`src/design/scr_pkg.sv`:
```
// package: register map and field layout of the spi control/status block
package scr_pkg;
  // ----------------------------------------
  // register indices (printed offsets, byte address = 4 * index)
  // ----------------------------------------
  localparam logic [3:0] CTL0_IDX = 4'h5;
  localparam logic [3:0] BUF1_IDX = 4'h6;
  localparam logic [3:0] BUF0_IDX = 4'h4;
  localparam logic [3:0] LINK_IDX = 4'h8;
  // ----------------------------------------
  // control register fields, link interrupt enable bit, reset values and responses
  // ----------------------------------------
  localparam int EN_BIT   = 0;
  localparam int MST_BIT  = 1;
  localparam int MFE_BIT  = 2;
  localparam int MF_BIT   = 3;
  localparam int WC_BIT   = 4;
  localparam int OV_BIT   = 5;
  localparam int TC_BIT   = 6;
  localparam int BSY_BIT  = 7;
  localparam int IE_BIT   = 8;
  localparam logic [7:0]  CTL_RST  = 8'h00;
  localparam logic [15:0] BUF_RST  = 16'h0000;
  localparam logic [1:0]  RESP_OK  = 2'h0;
  localparam logic [1:0]  RESP_ERR = 2'h2;
  // ----------------------------------------
  // transfer sequencer
  // ----------------------------------------
  localparam logic [4:0] XFER_BITS = 5'h10;
  typedef enum logic [1:0] {
    SCR_IDLE = 2'b00,
    SCR_SHIFT = 2'b01,
    SCR_DONE = 2'b11
  } scr_state_t;
endpackage

```
`src/design/scr_regs.sv`:
```
// module: spi control/status registers and data buffers behind axi4-lite
`timescale 1ns/1ps
`default_nettype none
// How it works
// - module_enable 1 runs the port and baud clock, 0 stops both
// - master_select 1 means master, 0 means slave
// - master_select rises only while slave select is deasserted
// - in master mode, mode_fault_enable makes slave select a fault input
// - in slave mode slave select always selects the port
// - master with fault enable: falling slave select sets mode_fault_flag
// - mode_fault_flag is not set by slave select in slave mode
// - data write during a transfer sets write_collision_flag
// - busy blocks data writes, buffer kept; reads always allowed
// - second unread character sets overrun, newer data dropped
// - transfer end sets transfer_complete_flag
// - busy set at transfer start, cleared at its end
// - busy is hardware only; software writes to bit 7 ignored
// - software writing 1 to an event flag counts as an event
// - control register resets to 00h
// - data buffer one resets to 0000h
// - one address: write loads transmit, read returns receive
// - data buffers are sixteen bits wide
module scr_regs
  import scr_pkg::*;
(
  input  wire logic        clk,
  input  wire logic        rst_b,
  input  wire logic [31:0] s_axi_awaddr,
  input  wire logic        s_axi_awvalid,
  output logic             s_axi_awready,
  input  wire logic [31:0] s_axi_wdata,
  input  wire logic [3:0]  s_axi_wstrb,
  input  wire logic        s_axi_wvalid,
  output logic             s_axi_wready,
  output logic [1:0]       s_axi_bresp,
  output logic             s_axi_bvalid,
  input  wire logic        s_axi_bready,
  input  wire logic [31:0] s_axi_araddr,
  input  wire logic        s_axi_arvalid,
  output logic             s_axi_arready,
  output logic [31:0]      s_axi_rdata,
  output logic [1:0]       s_axi_rresp,
  output logic             s_axi_rvalid,
  input  wire logic        s_axi_rready,
  input  wire logic        ssel_b_pin,
  input  wire logic        xfer_start,
  input  wire logic        rx_valid,
  input  wire logic [15:0] rx_data,
  output logic             module_enable,
  output logic             baud_enable,
  output logic             master_select,
  output logic             slave_selected,
  output logic [15:0]      tx_data,
  output logic             tx_load,
  output logic             irq
);
  // ----------------------------------------
  // helpers
  // ----------------------------------------
  function automatic logic [3:0] reg_idx(input logic [31:0] a);
    reg_idx = (a[31:6] == 26'h0 && a[1:0] == 2'h0) ? a[5:2] : 4'hF;
  endfunction
  function automatic logic idx_ok(input logic [3:0] i);
    idx_ok = (i == CTL0_IDX) || (i == BUF0_IDX) || (i == BUF1_IDX)
          || (i == LINK_IDX);
  endfunction

  // ----------------------------------------
  // slave select pin synchroniser
  // ----------------------------------------
  logic [2:0] ss_sync_q;
  logic [2:0] ss_sync_d;
  logic       ss_q;
  logic       ss_d;
  always_comb begin
    ss_sync_d = {ss_sync_q[1:0], ssel_b_pin};
    ss_d = (ss_sync_q[2] == ss_sync_q[1]) ? ss_sync_q[2] : ss_q;
  end
  always_ff @(posedge clk or negedge rst_b) begin
    if (!rst_b) begin
      ss_sync_q <= 3'h7;
      ss_q      <= 1'b1;
    end else begin
      ss_sync_q <= ss_sync_d;
      ss_q      <= ss_d;
    end
  end
  // falling edge on the filtered level only, never on the raw stage
  wire ss_fall = ss_q && !ss_d;

  // ----------------------------------------
  // axi4-lite handshakes
  // ----------------------------------------
  logic        aw_q, aw_d, w_q, w_d, bv_q, bv_d, rv_q, rv_d;
  logic [3:0]  awi_q, awi_d;
  logic [31:0] wd_q, wd_d, rd_q, rd_d;
  logic [1:0]  br_q, br_d, rr_q, rr_d;
  logic        ar_rdy_q, ar_rdy_d;
  logic [7:0]  ctl_q, ctl_d;
  logic        ie_q, ie_d;
  logic [15:0] tx0_q, tx0_d, tx1_q, tx1_d, rx_q, rx_d;
  logic        rx_full_q, rx_full_d;
  scr_state_t  st_q, st_d;
  logic [4:0]  cnt_q, cnt_d;
  logic        tl_q, tl_d, irq_q, irq_d;
  logic        awrdy_q, awrdy_d, wrdy_q, wrdy_d;
  logic        lst_q, lst_d;
  logic [15:0] txd_q, txd_d;

  wire wr_fire = aw_q && w_q && !bv_q;
  wire rd_fire = s_axi_arvalid && ar_rdy_q;
  wire busy    = ctl_q[BSY_BIT];
  wire is_buf  = (awi_q == BUF0_IDX) || (awi_q == BUF1_IDX);
  wire wr_buf  = wr_fire && is_buf;
  wire rd_buf  = rd_fire && ((reg_idx(s_axi_araddr) == BUF0_IDX)
                 || (reg_idx(s_axi_araddr) == BUF1_IDX));

  always_comb begin
    aw_d  = aw_q;
    awi_d = awi_q;
    w_d   = w_q;
    wd_d  = wd_q;
    bv_d  = bv_q;
    br_d  = br_q;
    // capture keys off the ready flop so both sides see one handshake
    if (s_axi_awvalid && awrdy_q) begin
      aw_d  = 1'b1;
      awi_d = reg_idx(s_axi_awaddr);
    end
    if (s_axi_wvalid && wrdy_q) begin
      w_d  = 1'b1;
      wd_d = s_axi_wdata;
    end
    if (wr_fire) begin
      aw_d = 1'b0;
      w_d  = 1'b0;
      bv_d = 1'b1;
      br_d = idx_ok(awi_q) ? RESP_OK : RESP_ERR;
    end
    if (bv_q && s_axi_bready)
      bv_d = 1'b0;
    awrdy_d = !aw_d;
    wrdy_d  = !w_d;
    ar_rdy_d = !rv_q && !rd_fire;
    rv_d = rv_q;
    rd_d = rd_q;
    rr_d = rr_q;
    if (rd_fire) begin
      rv_d = 1'b1;
      rr_d = idx_ok(reg_idx(s_axi_araddr)) ? RESP_OK : RESP_ERR;
      case (reg_idx(s_axi_araddr))
        CTL0_IDX: rd_d = {24'h0, ctl_q};
        BUF0_IDX: rd_d = {16'h0, rx_q};
        BUF1_IDX: rd_d = {16'h0, rx_q};
        LINK_IDX: rd_d = {23'h0, ie_q, 8'h00};
        default:  rd_d = 32'h0;
      endcase
    end else if (rv_q && s_axi_rready) begin
      rv_d = 1'b0;
    end
  end
  always_ff @(posedge clk or negedge rst_b) begin
    if (!rst_b) begin
      aw_q     <= 1'b0;
      awi_q    <= 4'h0;
      w_q      <= 1'b0;
      wd_q     <= 32'h0;
      bv_q     <= 1'b0;
      br_q     <= 2'h0;
      ar_rdy_q <= 1'b0;
      rv_q     <= 1'b0;
      rd_q     <= 32'h0;
      rr_q     <= 2'h0;
      awrdy_q  <= 1'b0;
      wrdy_q   <= 1'b0;
    end else begin
      aw_q     <= aw_d;
      awi_q    <= awi_d;
      w_q      <= w_d;
      wd_q     <= wd_d;
      bv_q     <= bv_d;
      br_q     <= br_d;
      ar_rdy_q <= ar_rdy_d;
      rv_q     <= rv_d;
      rd_q     <= rd_d;
      rr_q     <= rr_d;
      awrdy_q  <= awrdy_d;
      wrdy_q   <= wrdy_d;
    end
  end
  assign s_axi_awready = awrdy_q;
  assign s_axi_wready  = wrdy_q;
  assign s_axi_bvalid  = bv_q;
  assign s_axi_bresp   = br_q;
  assign s_axi_arready = ar_rdy_q;
  assign s_axi_rvalid  = rv_q;
  assign s_axi_rdata   = rd_q;
  assign s_axi_rresp   = rr_q;

  // ----------------------------------------
  // control register, flags, buffers, sequencer
  // ----------------------------------------
  wire en   = ctl_q[EN_BIT];
  wire mst  = ctl_q[MST_BIT];
  wire ctlw = wr_fire && awi_q == CTL0_IDX;
  wire done = (st_q == SCR_DONE);
  always_comb begin
    ctl_d = ctl_q;
    ie_d  = ie_q;
    tx0_d = tx0_q;
    tx1_d = tx1_q;
    rx_d  = rx_q;
    rx_full_d = rx_full_q;
    st_d  = st_q;
    cnt_d = cnt_q;
    tl_d  = 1'b0;
    lst_d = lst_q;
    if (ctlw) begin
      ctl_d[EN_BIT]  = wd_q[EN_BIT];
      ctl_d[MFE_BIT] = wd_q[MFE_BIT];
      // rising master select allowed only with slave select high
      if (!wd_q[MST_BIT] || mst || ss_q)
        ctl_d[MST_BIT] = wd_q[MST_BIT];
      ctl_d[TC_BIT:MF_BIT] = wd_q[TC_BIT:MF_BIT];
    end
    if (wr_fire && awi_q == LINK_IDX)
      ie_d = wd_q[IE_BIT];
    if (wr_buf && busy) begin
      ctl_d[WC_BIT] = 1'b1;
    end else if (wr_buf) begin
      if (awi_q == BUF0_IDX) begin
        tx0_d = wd_q[15:0];
        lst_d = 1'b0;
      end else begin
        tx1_d = wd_q[15:0];
        lst_d = 1'b1;
      end
      tl_d = en;
    end
    if (mst && ctl_q[MFE_BIT] && ss_fall)
      ctl_d[MF_BIT] = 1'b1;
    if (rd_buf)
      rx_full_d = 1'b0;
    if (rx_valid && en) begin
      if (rx_full_q && !rd_buf) ctl_d[OV_BIT] = 1'b1;
      else begin
        rx_d = rx_data;
        rx_full_d = 1'b1;
      end
    end
    case (st_q)
      SCR_IDLE: if (en && xfer_start) begin
        st_d = SCR_SHIFT;
        cnt_d = XFER_BITS;
      end
      SCR_SHIFT: begin
        cnt_d = cnt_q - 5'h1;
        if (!en) st_d = SCR_IDLE;
        else if (cnt_q == 5'h1) st_d = SCR_DONE;
      end
      SCR_DONE: begin
        st_d = SCR_IDLE;
        ctl_d[TC_BIT] = 1'b1;
      end
      default: st_d = SCR_IDLE;
    endcase
    ctl_d[BSY_BIT] = (st_d == SCR_SHIFT);
    // next enable too, so the request never lags a fresh enable write
    irq_d = ie_d && (ctl_d[TC_BIT:MF_BIT] != 4'h0);
    // the buffer written last feeds the shifter
    txd_d = lst_d ? tx1_d : tx0_d;
  end
  always_ff @(posedge clk or negedge rst_b) begin
    if (!rst_b) begin
      ctl_q <= CTL_RST;
      tx1_q <= BUF_RST;
      tx0_q <= BUF_RST;
      rx_q  <= BUF_RST;
      ie_q      <= 1'b0;
      rx_full_q <= 1'b0;
      st_q      <= SCR_IDLE;
      cnt_q     <= 5'h0;
      tl_q      <= 1'b0;
      irq_q     <= 1'b0;
      lst_q     <= 1'b0;
      txd_q     <= BUF_RST;
    end else begin
      ctl_q     <= ctl_d;
      tx1_q     <= tx1_d;
      tx0_q     <= tx0_d;
      rx_q      <= rx_d;
      ie_q      <= ie_d;
      rx_full_q <= rx_full_d;
      st_q      <= st_d;
      cnt_q     <= cnt_d;
      tl_q      <= tl_d;
      irq_q     <= irq_d;
      lst_q     <= lst_d;
      txd_q     <= txd_d;
    end
  end
  assign module_enable = ctl_q[EN_BIT];
  assign baud_enable   = ctl_q[EN_BIT];
  assign master_select = ctl_q[MST_BIT];
  logic sel_q;
  logic sel_d;
  always_comb begin
    sel_d = !ctl_d[MST_BIT] && !ss_d;
  end
  always_ff @(posedge clk or negedge rst_b) begin
    if (!rst_b) begin
      sel_q <= 1'b0;
    end else begin
      sel_q <= sel_d;
    end
  end
  assign slave_selected = sel_q;
  assign tx_data = txd_q;
  assign tx_load = tl_q;
  assign irq     = irq_q;

  // ----------------------------------------
  // checks
  // ----------------------------------------
  busy_block_a: assert property (@(posedge clk)
    disable iff (!rst_b) wr_buf && busy
    |=> ctl_q[WC_BIT] && $stable(tx0_q) && $stable(tx1_q))
    else $error("write during busy not blocked");
  mst_rise_a: assert property (@(posedge clk)
    disable iff (!rst_b) $rose(ctl_q[MST_BIT]) |-> $past(ss_q))
    else $error("master select rose while selected");
  fault_set_a: assert property (@(posedge clk)
    disable iff (!rst_b) mst && ctl_q[MFE_BIT] && ss_fall |=> ctl_q[MF_BIT])
    else $error("mode fault missed");
  done_flag_a: assert property (@(posedge clk)
    disable iff (!rst_b) done |=> ctl_q[TC_BIT] && !ctl_q[BSY_BIT])
    else $error("complete flag missing");
  busy_span_a: assert property (@(posedge clk)
    disable iff (!rst_b) st_q == SCR_IDLE && en && xfer_start
    |=> ctl_q[BSY_BIT][*8])
    else $error("busy not held");
  overrun_keep_a: assert property (@(posedge clk)
    disable iff (!rst_b) rx_valid && en && rx_full_q && !rd_buf
    |=> $stable(rx_q) && ctl_q[OV_BIT])
    else $error("overrun lost old data");
  irq_out_a: assert property (@(posedge clk)
    disable iff (!rst_b) ie_q && ctl_q[TC_BIT] |-> irq)
    else $error("interrupt not raised");
  enable_out_a: assert property (@(posedge clk)
    disable iff (!rst_b) !en && st_q == SCR_IDLE |=> st_q == SCR_IDLE)
    else $error("transfer ran while disabled");
  load_pulse_a: assert property (@(posedge clk)
    disable iff (!rst_b) wr_buf && !busy && en |=> tx_load)
    else $error("transmit load missing");
  cv_xfer: cover property (@(posedge clk) st_q == SCR_DONE);
  cv_coll: cover property (@(posedge clk) wr_buf && busy);
  cv_fault: cover property (@(posedge clk) $rose(ctl_q[MF_BIT]));
  cv_overrun: cover property (@(posedge clk) rx_valid && en && rx_full_q);
  cv_irq: cover property (@(posedge clk) $rose(irq));
endmodule
`default_nettype wire

```
`config.mk`:
```
export PLATFORM = sky130hd
export DESIGN_NAME = scr_regs
export DESIGN_NICKNAME = d
export VERILOG_FILES = /design/src/design/scr_pkg.sv /design/src/design/scr_regs.sv
export SDC_FILE = /design/constraint.sdc
export NUM_CORES = 1
export LEC_CHECK = 0
export ABC_AREA = 1
export BUFFER_PORTS_ARGS = -buffer_cell sky130_fd_sc_hd__buf_2
export CORE_MARGIN = 8
export CORE_UTILIZATION = 55
export DETAILED_ROUTE_END_ITERATION = 6
export PLACE_DENSITY = 0.86
export SYNTH_ARGS = -nofsm -noshare
export SYNTH_HDL_FRONTEND = slang
export SYNTH_SLANG_ARGS = --single-unit
```
`constraint.sdc`:
```
create_clock -name clk -period 2.3 [get_ports clk]
set_input_delay 0.115 -clock clk [delete_from_list [all_inputs] [get_ports clk]]
set_output_delay 0.115 -clock clk [all_outputs]
set_load 0.03 [all_outputs]
```
==> results of run 1 <==
state kept, by name, indices dropped and copies added, names as in the netlist, 2 cells and up:
| register | flops |
|---|---|
| awi_q | 4 |
| tx_data | 16 |
| ctl_q | 8 |
| st_q | 2 |
| ss_sync_q | 3 |
| s_axi_rdata | 16 |
| wd_q | 16 |
| cnt_q | 5 |
| tx1_q | 16 |
| rx_q | 16 |
| tx0_q | 16 |
power by group:
part           switching, mW  internal [mW]  leakage (nW)  total [mW]
logic                  0.613          0.268          2.00       0.881
registers             0.0916           2.56          1.77        2.65
clock network          0.993           1.75         0.283        2.74
total                   1.70           4.58          4.06        6.28
cells in the final DEF (no fill, tap or decap), drive strengths merged:
cell type / instances
nand3: 63
a21oi: 9
and2: 1
conb: 18
buf: 160
clkinv: 6
a22oi: 4
nor2: 46
bufinv: 4
o21ai: 65
inv: 52
nand3b: 1
o32ai: 1
nand4: 15
o211ai: 1
or2: 1
nand2: 189
a21boi: 2
nor3: 3
dfstp: 4
nor4: 5
a31oi: 1
nor3b: 2
dlygate4sd3: 45
ha: 2
clkbuf: 18
dfrtp: 130
clkinvlp: 4
cells by family after synthesis:
family / Yosys count
DFF: 134
AOI/OAI and AO/OA: 83
adders and majority gates: 2
other: 1
buffers and inverters: 95
and+or+nand+nor: 326
what timing repair did:
action / 4_1_cts / 5_1_grt
buffers inserted: 0 / 0
endpoints found under the setup margin: 0 / 18
hold endpoints to repair: 174 / 0
gates resized for setup: 0 / 2
hold buffers: 45 / 0
critical path, delay by kind of cell (launching register included):
kind                   cells  cell delay, ns
AO/OA/AOI/OAI              1            0.08
buffers and inverters      1            0.08
flip-flops                 1            0.37
AND/OR/NAND/NOR            7            1.36
Yosys cell counts, types with 2 or more instances:
cell,number
buf_6,5
nand3_1,60
inv_2,2
a21boi_0,2
inv_1,50
nand2_1,183
nor2_1,42
a21oi_1,9
nor2_2,3
o21ai_1,29
nand2_4,3
nor3_1,2
a22oi_1,4
ha_1,2
nor4_1,5
nand4_1,14
o21ai_0,36
clkbuf_1,7
nand2_2,3
buf_2,5
nand3_2,2
buf_4,25
dfrtp_1,130
dfstp_2,4
through the flow:
step / instance area (um2) / utilization
3_3_place_gp: 6560 / 0.638
6_report: 7620 / 0.741
5_1_grt: 7620 / 0.741
2_1_floorplan: 5840 / -
3_5_place_dp: 6560 / 0.638
4_1_cts: 7610 / 0.740
worst max-delay path by stage:
stage / endpoint / slack, ns / depth (start not counted)
3_5_place_dp: tx_data[0] / 0.19 / 5
3_3_place_gp: tx_data[0] / 0.30 / 5
6_report: tx_data[15] / 0.27 / 9
2_1_floorplan: cnt_q[4] / 0.68 / 8
4_1_cts: tx_data[0] / 0.12 / 5
5_1_grt: tx_data[15] / 0.08 / 9
final cells by class:
cell class              instances  area [um2]
flip-flops and latches        134        3360
fillers                       675        2660
multi-input cells             429        2000
repair buffers                205        1290
clock buffers                  18         418
inverters                      53         199
clock inverters                13         183
well taps                     136         170
metal layers:
| layer | GRT usage | vias up | share of wire |
|---|---|---|---|
| li1 | - | 2441 | - |
| met1 | 0.271 | 2530 | 0.40 |
| met2 | 0.413 | 262 | 0.51 |
| met3 | 0.0676 | 24 | 0.074 |
| met4 | 0.0791 | 0 | 0.017 |
| met5 | 0 | - | 0 |
==> metrics, run 1 <==
post-synthesis xor/xnor area fraction 0; asr flop ratio synth 1.00; Synth area leader dfrtp_1; vias in the first global route around 5500; final worst slack between 0.2 and 0.3 ns; CTS tree built; initial core utilization 0.562; crit path time final about 2.0 ns; number of setup violations in the final report 0; gr usage total 0.235; Worst setup SP type flop; Max Cap Viol 0; Pleak just over 4 nW; Avg Vias per Cell 5.32; Layout Skew about 0.0076 ns; status finished, final reports clean; worst setup path category flop to flop; initial antenna violation count 0; TNS Setup 0 ns; die area about 14000 um2; clock sink count between 100 and 150; crit path DAT 2.42 ns; 1st-pass router iterations 7; GPL Wtd Cong between 0.8 and 0.9; share of layout cells above drive strength 1 0.249; largest family of logic cells by synthesized area simple AND/OR/NAND/NOR gates; Critical Path End Type flop; post-synthesis mux area share 0; sequential area share after synthesis 0.581; slowest CP cell dfrtp_1; area share of fa/ha/maj cells after synthesis 0.00433; Slew Viols, Final 0; level count of the clock H-tree 4; number of cells after detailed placement ~910; CP max stage delay 0.37 ns; die height 118 um; Worst-path clk slew around 0.06 ns; flops & latches, synth about 130; PD cells between 800 and 900 nW/um2; antenna fix cells 0; NumNets Final ~970; largest net degree at the start of global routing around 60; 1st-iter DRT viols around 450; Fmax approximately 490 MHz; Final Hold Fails 0; area of the mapped netlist 5780 um2; total CTS buffers 17; Crit path top cell by count nand2_1; slew of the pin with the lowest slew margin 0.586 ns; Reg-to-Reg Start w_q; Top FF cell, synth dfrtp_1; hpwl dp between 10 and 15 mm; post-synthesis compound-gate area fraction 0.0758; DIE WIDTH 118 um; CP Max Fanout 18; total number of vias about 5300; antenna-violating nets left 0; # rows 37; total power 6.28 mW; worst hold path type input port to async pin; depth of the worst register-to-register path 9; area delta synth->final 31.9%; RSZ-0062 raised after global routing false; Core Region 10300 um2; cells after synthesis around 640; PortBufs 150; Slew HR 0.607; Synthesis Warnings 0; worst flop-to-flop path endpoint tx_data[15]; slack of the worst reg-to-reg path between 0.2 and 0.3 ns; final cell count without fillers slightly below 1000; first-pass GRT wire length between 20 and 30 mm; EDFF count, synth 0; simple-gate share of the synthesized area 0.252; worst skew pair latency about 0.52 ns; WL/cell about 17 um; Tcrit/Tclk final 0.882; clk buf depth 2; Crit. Startpoint w_q; Yosys top cell area share 0.563; Peak supply drop ~810 uV; io pins roughly 190; Area contributors post-synth dfrtp_1 (56%), nand2_1 (12%), nand3_1 (5.2%); clock root buffer clkbuf_8; post-synth cell types 38; Remaining DRCs 0; Required @ worst endpoint between 2 and 3 ns; total congestion overflow 0; crit path cell chain nand2_1 -> nor2_4 -> nand3_1 -> nor2_2 -> inv_1 -> nand2_2 -> nand2_4 -> nand2_1 -> o21ai_0; Mapped Avg Cell Area between 9 and 10 um2; final wirelength 16.4 mm; pre-CTS setup slack around 0.19 ns; WHS 0.0185 ns
Power figures use the tool's default switching activity.
==> run 2: changes to the inputs <==
CORE_UTILIZATION = 51   (was 55)
PLACE_DENSITY = 0.8   (was 0.86)
SETUP_SLACK_MARGIN = 0.1   (was unset)
clock period = 2.2 ns   (was 2.3 ns; I/O delays follow)
==> run 2 against run 1 <==
- worst hold slack got worse by 0.017 ns
- via count fell by 3.5%
- die area is 6.8% higher
- setup slack better by 0.094 ns
- critical path depth is the same
- largest cell class unchanged
==> metrics, run 2 (synthesis results as in run 1) <==
Reg-to-Reg Start s_axi_bvalid; worst skew pair latency 0.41 ns (-0.11 ns); worst setup path category flop to flop; # rows 39 (+5.4%); GR met3 Demand/Resource 0.0538 (-0.0138); hpwl dp 10.4 mm (+0.32%); hold path startpoint s_axi_awaddr[5]; antenna-violating nets left 0 (unchanged); Required @ worst endpoint 2.55 ns (-0.14 ns); CTS tree built; crit path DAT 2.18 ns (-0.24 ns); Combinational Power Share 0.138 (-0.002); clock root buffer clkbuf_16; total CTS buffers 17 (unchanged); depth of the worst register-to-register path 9 (unchanged); final worst slack 0.365 ns (+0.0942 ns); GRT Max-Usage Layer met2; antenna fix cells 0 (unchanged); Internal Power 4.73 mW (+3.4%); Max Cap Viol 0 (unchanged); gr usage total 0.206 (-0.0291); Avg Vias per Cell 5.11 (-3.9%); total number of vias 5075 (-3.5%); met2 Usage GRT 0.359 (-0.0541); clock sink count 134 (unchanged); final wirelength 15.3 mm (-7.0%); Worst setup SP type flop; largest net degree at the start of global routing 52 (-15%); placed cell areas 6600 um2 (+0.67%); Fmax 545 MHz (+11%); crit path cell chain nor2_2 -> buf_4 -> nand4_2 -> nand3_2 -> buf_12 -> nand2_1 -> o21ai_1 -> nand3_1 -> nand2_1; TNS Setup 0 ns (unchanged); 1st-iter DRT viols 438 (-2.2%); Design Area, Final 7580 um2 (-0.53%); RSZ-0062 raised after global routing false; Remaining DRCs 0 (unchanged); die height 122 um (+3.3%); CP max stage delay 0.40 ns (+0.03 ns); total congestion overflow 0 (unchanged); area delta synth->final 31.2%; Seq pwr share 0.428 (+0.005); Sw Pwr 1.73 mW (+1.9%); part of the power in the clock network 0.434 (-0.003); clk buf depth 2 (unchanged); first-pass GRT wire length 24.4 mm (-10%); 1st-pass router iterations 5 (-2); leading cell type in the layout, fill and taps excluded nand2_1; PD cells 853 nW/um2 (+3.6%); GPL Wtd Cong 0.826 (-0.47%); level count of the clock H-tree 4 (unchanged); Slew HR 0.631 (+0.0239); die area 15000 um2 (+6.8%); CP Max Fanout 20 (+2); number of setup violations in the final report 0 (unchanged); Final Hold Fails 0 (unchanged); slew of the pin with the lowest slew margin 0.551 ns (-0.0357 ns); Pleak 4.06 nW (about the same); WHS Endpoint awi_q[3]; Slew Viols, Final 0 (unchanged); DIE WIDTH 122 um (+3.3%); commonest cells after routing, fill and taps aside nand2_1 (183), buf_2 (149), dfrtp_1 (130); Layout Skew 0.00843 ns (+0.000788 ns); initial core utilization 0.515 (-0.0474); slack of the worst reg-to-reg path 0.36 ns (+0.09 ns); slowest CP cell dfrtp_1; crit path time final 1.84 ns (-0.194 ns); Tcrit/Tclk final 0.834 (-0.0482); Critical Path End Type flop; status finished, final reports clean; io pins 189 (unchanged); switching share of total power 0.268 (-0.00292); Worst-path clk slew 0.06 ns (about the same); worst hold path type input port to flop; Worst Hold Depth 3; vias in the first global route 5165 (-5.8%); PortBufs 150 (unchanged); WL/cell 15.4 um (-7.5%); Crit path top cell by count nand2_1; pre-CTS setup slack 0.410 ns (+0.216 ns); NumNets Final 965 (-0.31%); Core Region 11200 um2 (+9.2%); Peak supply drop 832 uV (+2.5%); setup repair bufs after CTS 0 (unchanged); initial antenna violation count 0 (unchanged); worst flop-to-flop path endpoint tx_data[4]; met1 usage 0.238 (-0.0329); share of layout cells above drive strength 1 0.253 (+0.00411)
## run 2: changes by cell type in the layout (fill, tap and decap cells not counted), moves of 2 or more
cell,change
clkinv_2,+2
clkinvlp_4,-2
buf_4,+2
dlygate4sd3_1,-6
## run 2: stage by stage
stage	util	power [mW]	hold WS, ns	std cells
after global placement	0.588	3.57	0.120	922
after floorplan	-	3.30	-0.186	658
after CTS	0.675	6.49	0.000487	993
after detailed placement	0.588	3.61	0.129	922
final	0.675	6.46	0.00148	993
after global routing	0.675	6.73	0.0275	993
## run 2: metal layers
layer	vias up	routed length, um
met3	28	1120
met4	0	331
met5	-	0
li1	2432	-
met1	2401	6170
met2	214	7670
## run 2: cell type report
| type | instances | area, um2 |
|---|---|---|
| clock inverters | 13 | 156 |
| fillers | 833 | 3640 |
| inverters | 53 | 199 |
| flip-flops and latches | 134 | 3360 |
| well taps | 143 | 179 |
| clock buffers | 19 | 433 |
| repair buffers | 202 | 1270 |
| multi-input cells | 429 | 1990 |
## run 2: power by group through the flow
| stage | Sequential (mW) | Combinational, mW | Clock, mW |
|---|---|---|---|
| 3_3_place_gp | 2.79 | 0.775 | 0 |
| 4_1_cts | 2.76 | 0.894 | 2.84 |
| 3_5_place_dp | 2.80 | 0.810 | 0 |
| 5_1_grt | 2.79 | 1.00 | 2.94 |
| 2_1_floorplan | 2.87 | 0.430 | 0 |
| 6_report | 2.76 | 0.893 | 2.81 |
## run 2: worst max-delay path by stage
stage / from / end / slack, ns
3_3_place_gp: s_axi_bvalid / tx_data[15] / 0.48
4_1_cts: s_axi_bvalid / tx_data[4] / 0.37
6_report: s_axi_bvalid / tx_data[4] / 0.36
2_1_floorplan: ctl_q[0] / cnt_q[4] / 0.58
3_5_place_dp: s_axi_bvalid / tx_data[4] / 0.41
5_1_grt: s_axi_bvalid / tx_data[5] / 0.17
## run 2: worst max-delay path: cells and delay by family (launching register included)
kind                   cells  cell delay, ns
AO/OA/AOI/OAI              1            0.11
buffers and inverters      2            0.40
flip-flops                 1            0.40
AND/OR/NAND/NOR            6            0.85
## run 2: timing repair
action / in CTS / in global routing
gates resized for setup: 0 / 0
setup endpoints to repair: 0 / 0
hold endpoints to repair: 76 / 0
hold buffers: 39 / 0
==> run 3: changes to the inputs <==
clock period = 1.86 ns   (was 2.2 ns; I/O delays follow)
==> run 3 against run 2 <==
- fmax is 11% higher
- critical path type unchanged
- non-clock buffer count increased by 7
- worst hold slack better by 0.033 ns
- final cell count is 0.70% higher
- setup slack got worse by 0.16 ns
==> metrics, run 3 (synthesis results as in run 1) <==
status finished, final reports clean; Layout Skew 0.00952 ns (+0.00109 ns); placed cell areas 6630 um2 (+0.53%); # rows 39 (unchanged); area delta synth->final 34.6%; 1st-iter DRT viols 368 (-16%); clk buf depth 2 (unchanged); NumNets Final 972 (+0.73%); number of cells after detailed placement 925 (+0.33%); Fmax 605 MHz (+11%); CP Max Fanout 15 (-25%); total number of vias 5091 (+0.32%); worst hold path type input port to flop; hpwl dp 10.6 mm (+1.8%); initial core utilization 0.515 (unchanged); Max Cap Viol 0 (unchanged); Remaining DRCs 0 (unchanged); Pleak 4.16 nW (+2.4%); RSZ-0062 raised after global routing true; Crit. Startpoint awi_q[3]; final worst slack 0.207 ns (-0.157 ns); commonest cells after routing, fill and taps aside nand2_1 (182), buf_2 (149), dfrtp_1 (130); Required @ worst endpoint 2.20 ns (-0.35 ns); worst skew pair latency 0.41 ns (about the same); level count of the clock H-tree 4 (unchanged); total congestion overflow 0 (unchanged); total power 8.17 mW (+26%); fin util 0.693 (+0.0174); total CTS buffers 17 (unchanged); number of setup violations in the final report 0 (unchanged); WHS 0.0344 ns (+0.0330 ns); crit path DAT 1.99 ns (-0.19 ns); Worst-path clk slew 0.06 ns (about the same); depth of the worst register-to-register path 11 (+2); io pins 189 (unchanged); vias in the first global route 5220 (+1.1%); clock root buffer clkbuf_16; worst flop-to-flop path endpoint tx_data[7]; Tcrit/Tclk final 0.888 (+0.0542); PortBufs 150 (unchanged); slack of the worst reg-to-reg path 0.21 ns (-0.16 ns); Reg-to-Reg Start awi_q[3]; CTS tree built; TNS Setup 0 ns (unchanged); final wirelength 15.6 mm (+1.8%); GPL Wtd Cong 0.815 (-1.4%); antenna-violating nets left 0 (unchanged); Avg Vias per Cell 5.09 (-0.39%); Critical Path End Type flop; pre-CTS setup slack 0.221 ns (-0.189 ns); Slew Viols, Final 0 (unchanged); PD cells 1050 nW/um2 (+23%); leading cell type in the layout, fill and taps excluded nand2_1; first-pass GRT wire length 25.4 mm (+4.0%); Worst setup SP type flop; 1st-pass router iterations 5 (unchanged); final cell count without fillers 1000 (+0.70%); initial antenna violation count 0 (unchanged); Design Area, Final 7770 um2 (+2.6%); antenna fix cells 0 (unchanged); Slew HR 0.618 (-0.0132); gr usage total 0.213 (+0.00646); clock sink count 134 (unchanged); slew of the pin with the lowest slew margin 0.570 ns (+0.0197 ns); WL/cell 15.6 um (+1.1%); worst setup path category flop to flop; crit path time final 1.65 ns (-0.183 ns); Peak supply drop 846 uV (+1.7%); DIE WIDTH 122 um (unchanged); worst setup path end tx_data[7]; die height 122 um (unchanged); share of layout cells above drive strength 1 0.259 (+0.00610); die area 15000 um2 (unchanged); Final Hold Fails 0 (unchanged); largest net degree at the start of global routing 40 (-23%); Core Region 11200 um2 (unchanged)
-- run 3: cell count changes in the layout (fill, tap and decap cells not counted), sizes merged --
cell         change
buf              +4
dlygate4sd3      +3
bufinv           +3
clkbuf           +1
clkinv           -4
-- run 3: worst min path at each step --
stage	to	startpoint	slack, ns	cells after the start
6_report	s_axi_wready	s_axi_wvalid	0.03	4
5_1_grt	s_axi_wready	s_axi_wvalid	0.06	4
4_1_cts	s_axi_wready	s_axi_wvalid	0.03	4
3_5_place_dp	s_axi_rdata[14]	rst_b	0.03	1
3_3_place_gp	s_axi_rdata[15]	rst_b	0.03	1
2_1_floorplan	aw_q	rst_b	-0.20	0
-- run 3: what timing repair did --
item	in CTS	in global routing
hold buffers	42	0
endpoints found under the setup margin	0	17
gates resized for setup	0	10
buffers inserted	0	1
endpoints found under the hold margin	147	0
-- run 3: metal layers --
metal / part of all wire / track usage
met1: 0.40 / 0.246
met2: 0.52 / 0.381
met3: 0.074 / 0.0566
met4: 0.010 / 0.0571
met5: 0 / 0
-- run 3: cell type report --
type | instances | area (um2)
clock buffer | 20 | 457
inverter | 53 | 199
timing repair buffer | 209 | 1350
clock inverter | 12 | 223
multi-input combinational | 429 | 2010
tap | 143 | 179
fill | 817 | 3450
sequential | 134 | 3360
-- run 3: critical path, stage by stage (launching register included) --
cell and delay (ns):
dfrtp_1 0.40, inv_2 0.07, nand2_2 0.09, inv_2 0.08, nand3_1 0.10, nor2_2 0.16
buf_4 0.13, inv_1 0.05, nand2_2 0.08, buf_4 0.23, nand3_1 0.11, nand2_1 0.09
-- run 3: where the power goes --
part | leakage (nW) | internal [mW] | switching, mW
clock | 0.327 | 2.59 | 1.20
sequential | 1.77 | 3.17 | 0.116
combinational | 2.06 | 0.356 | 0.742
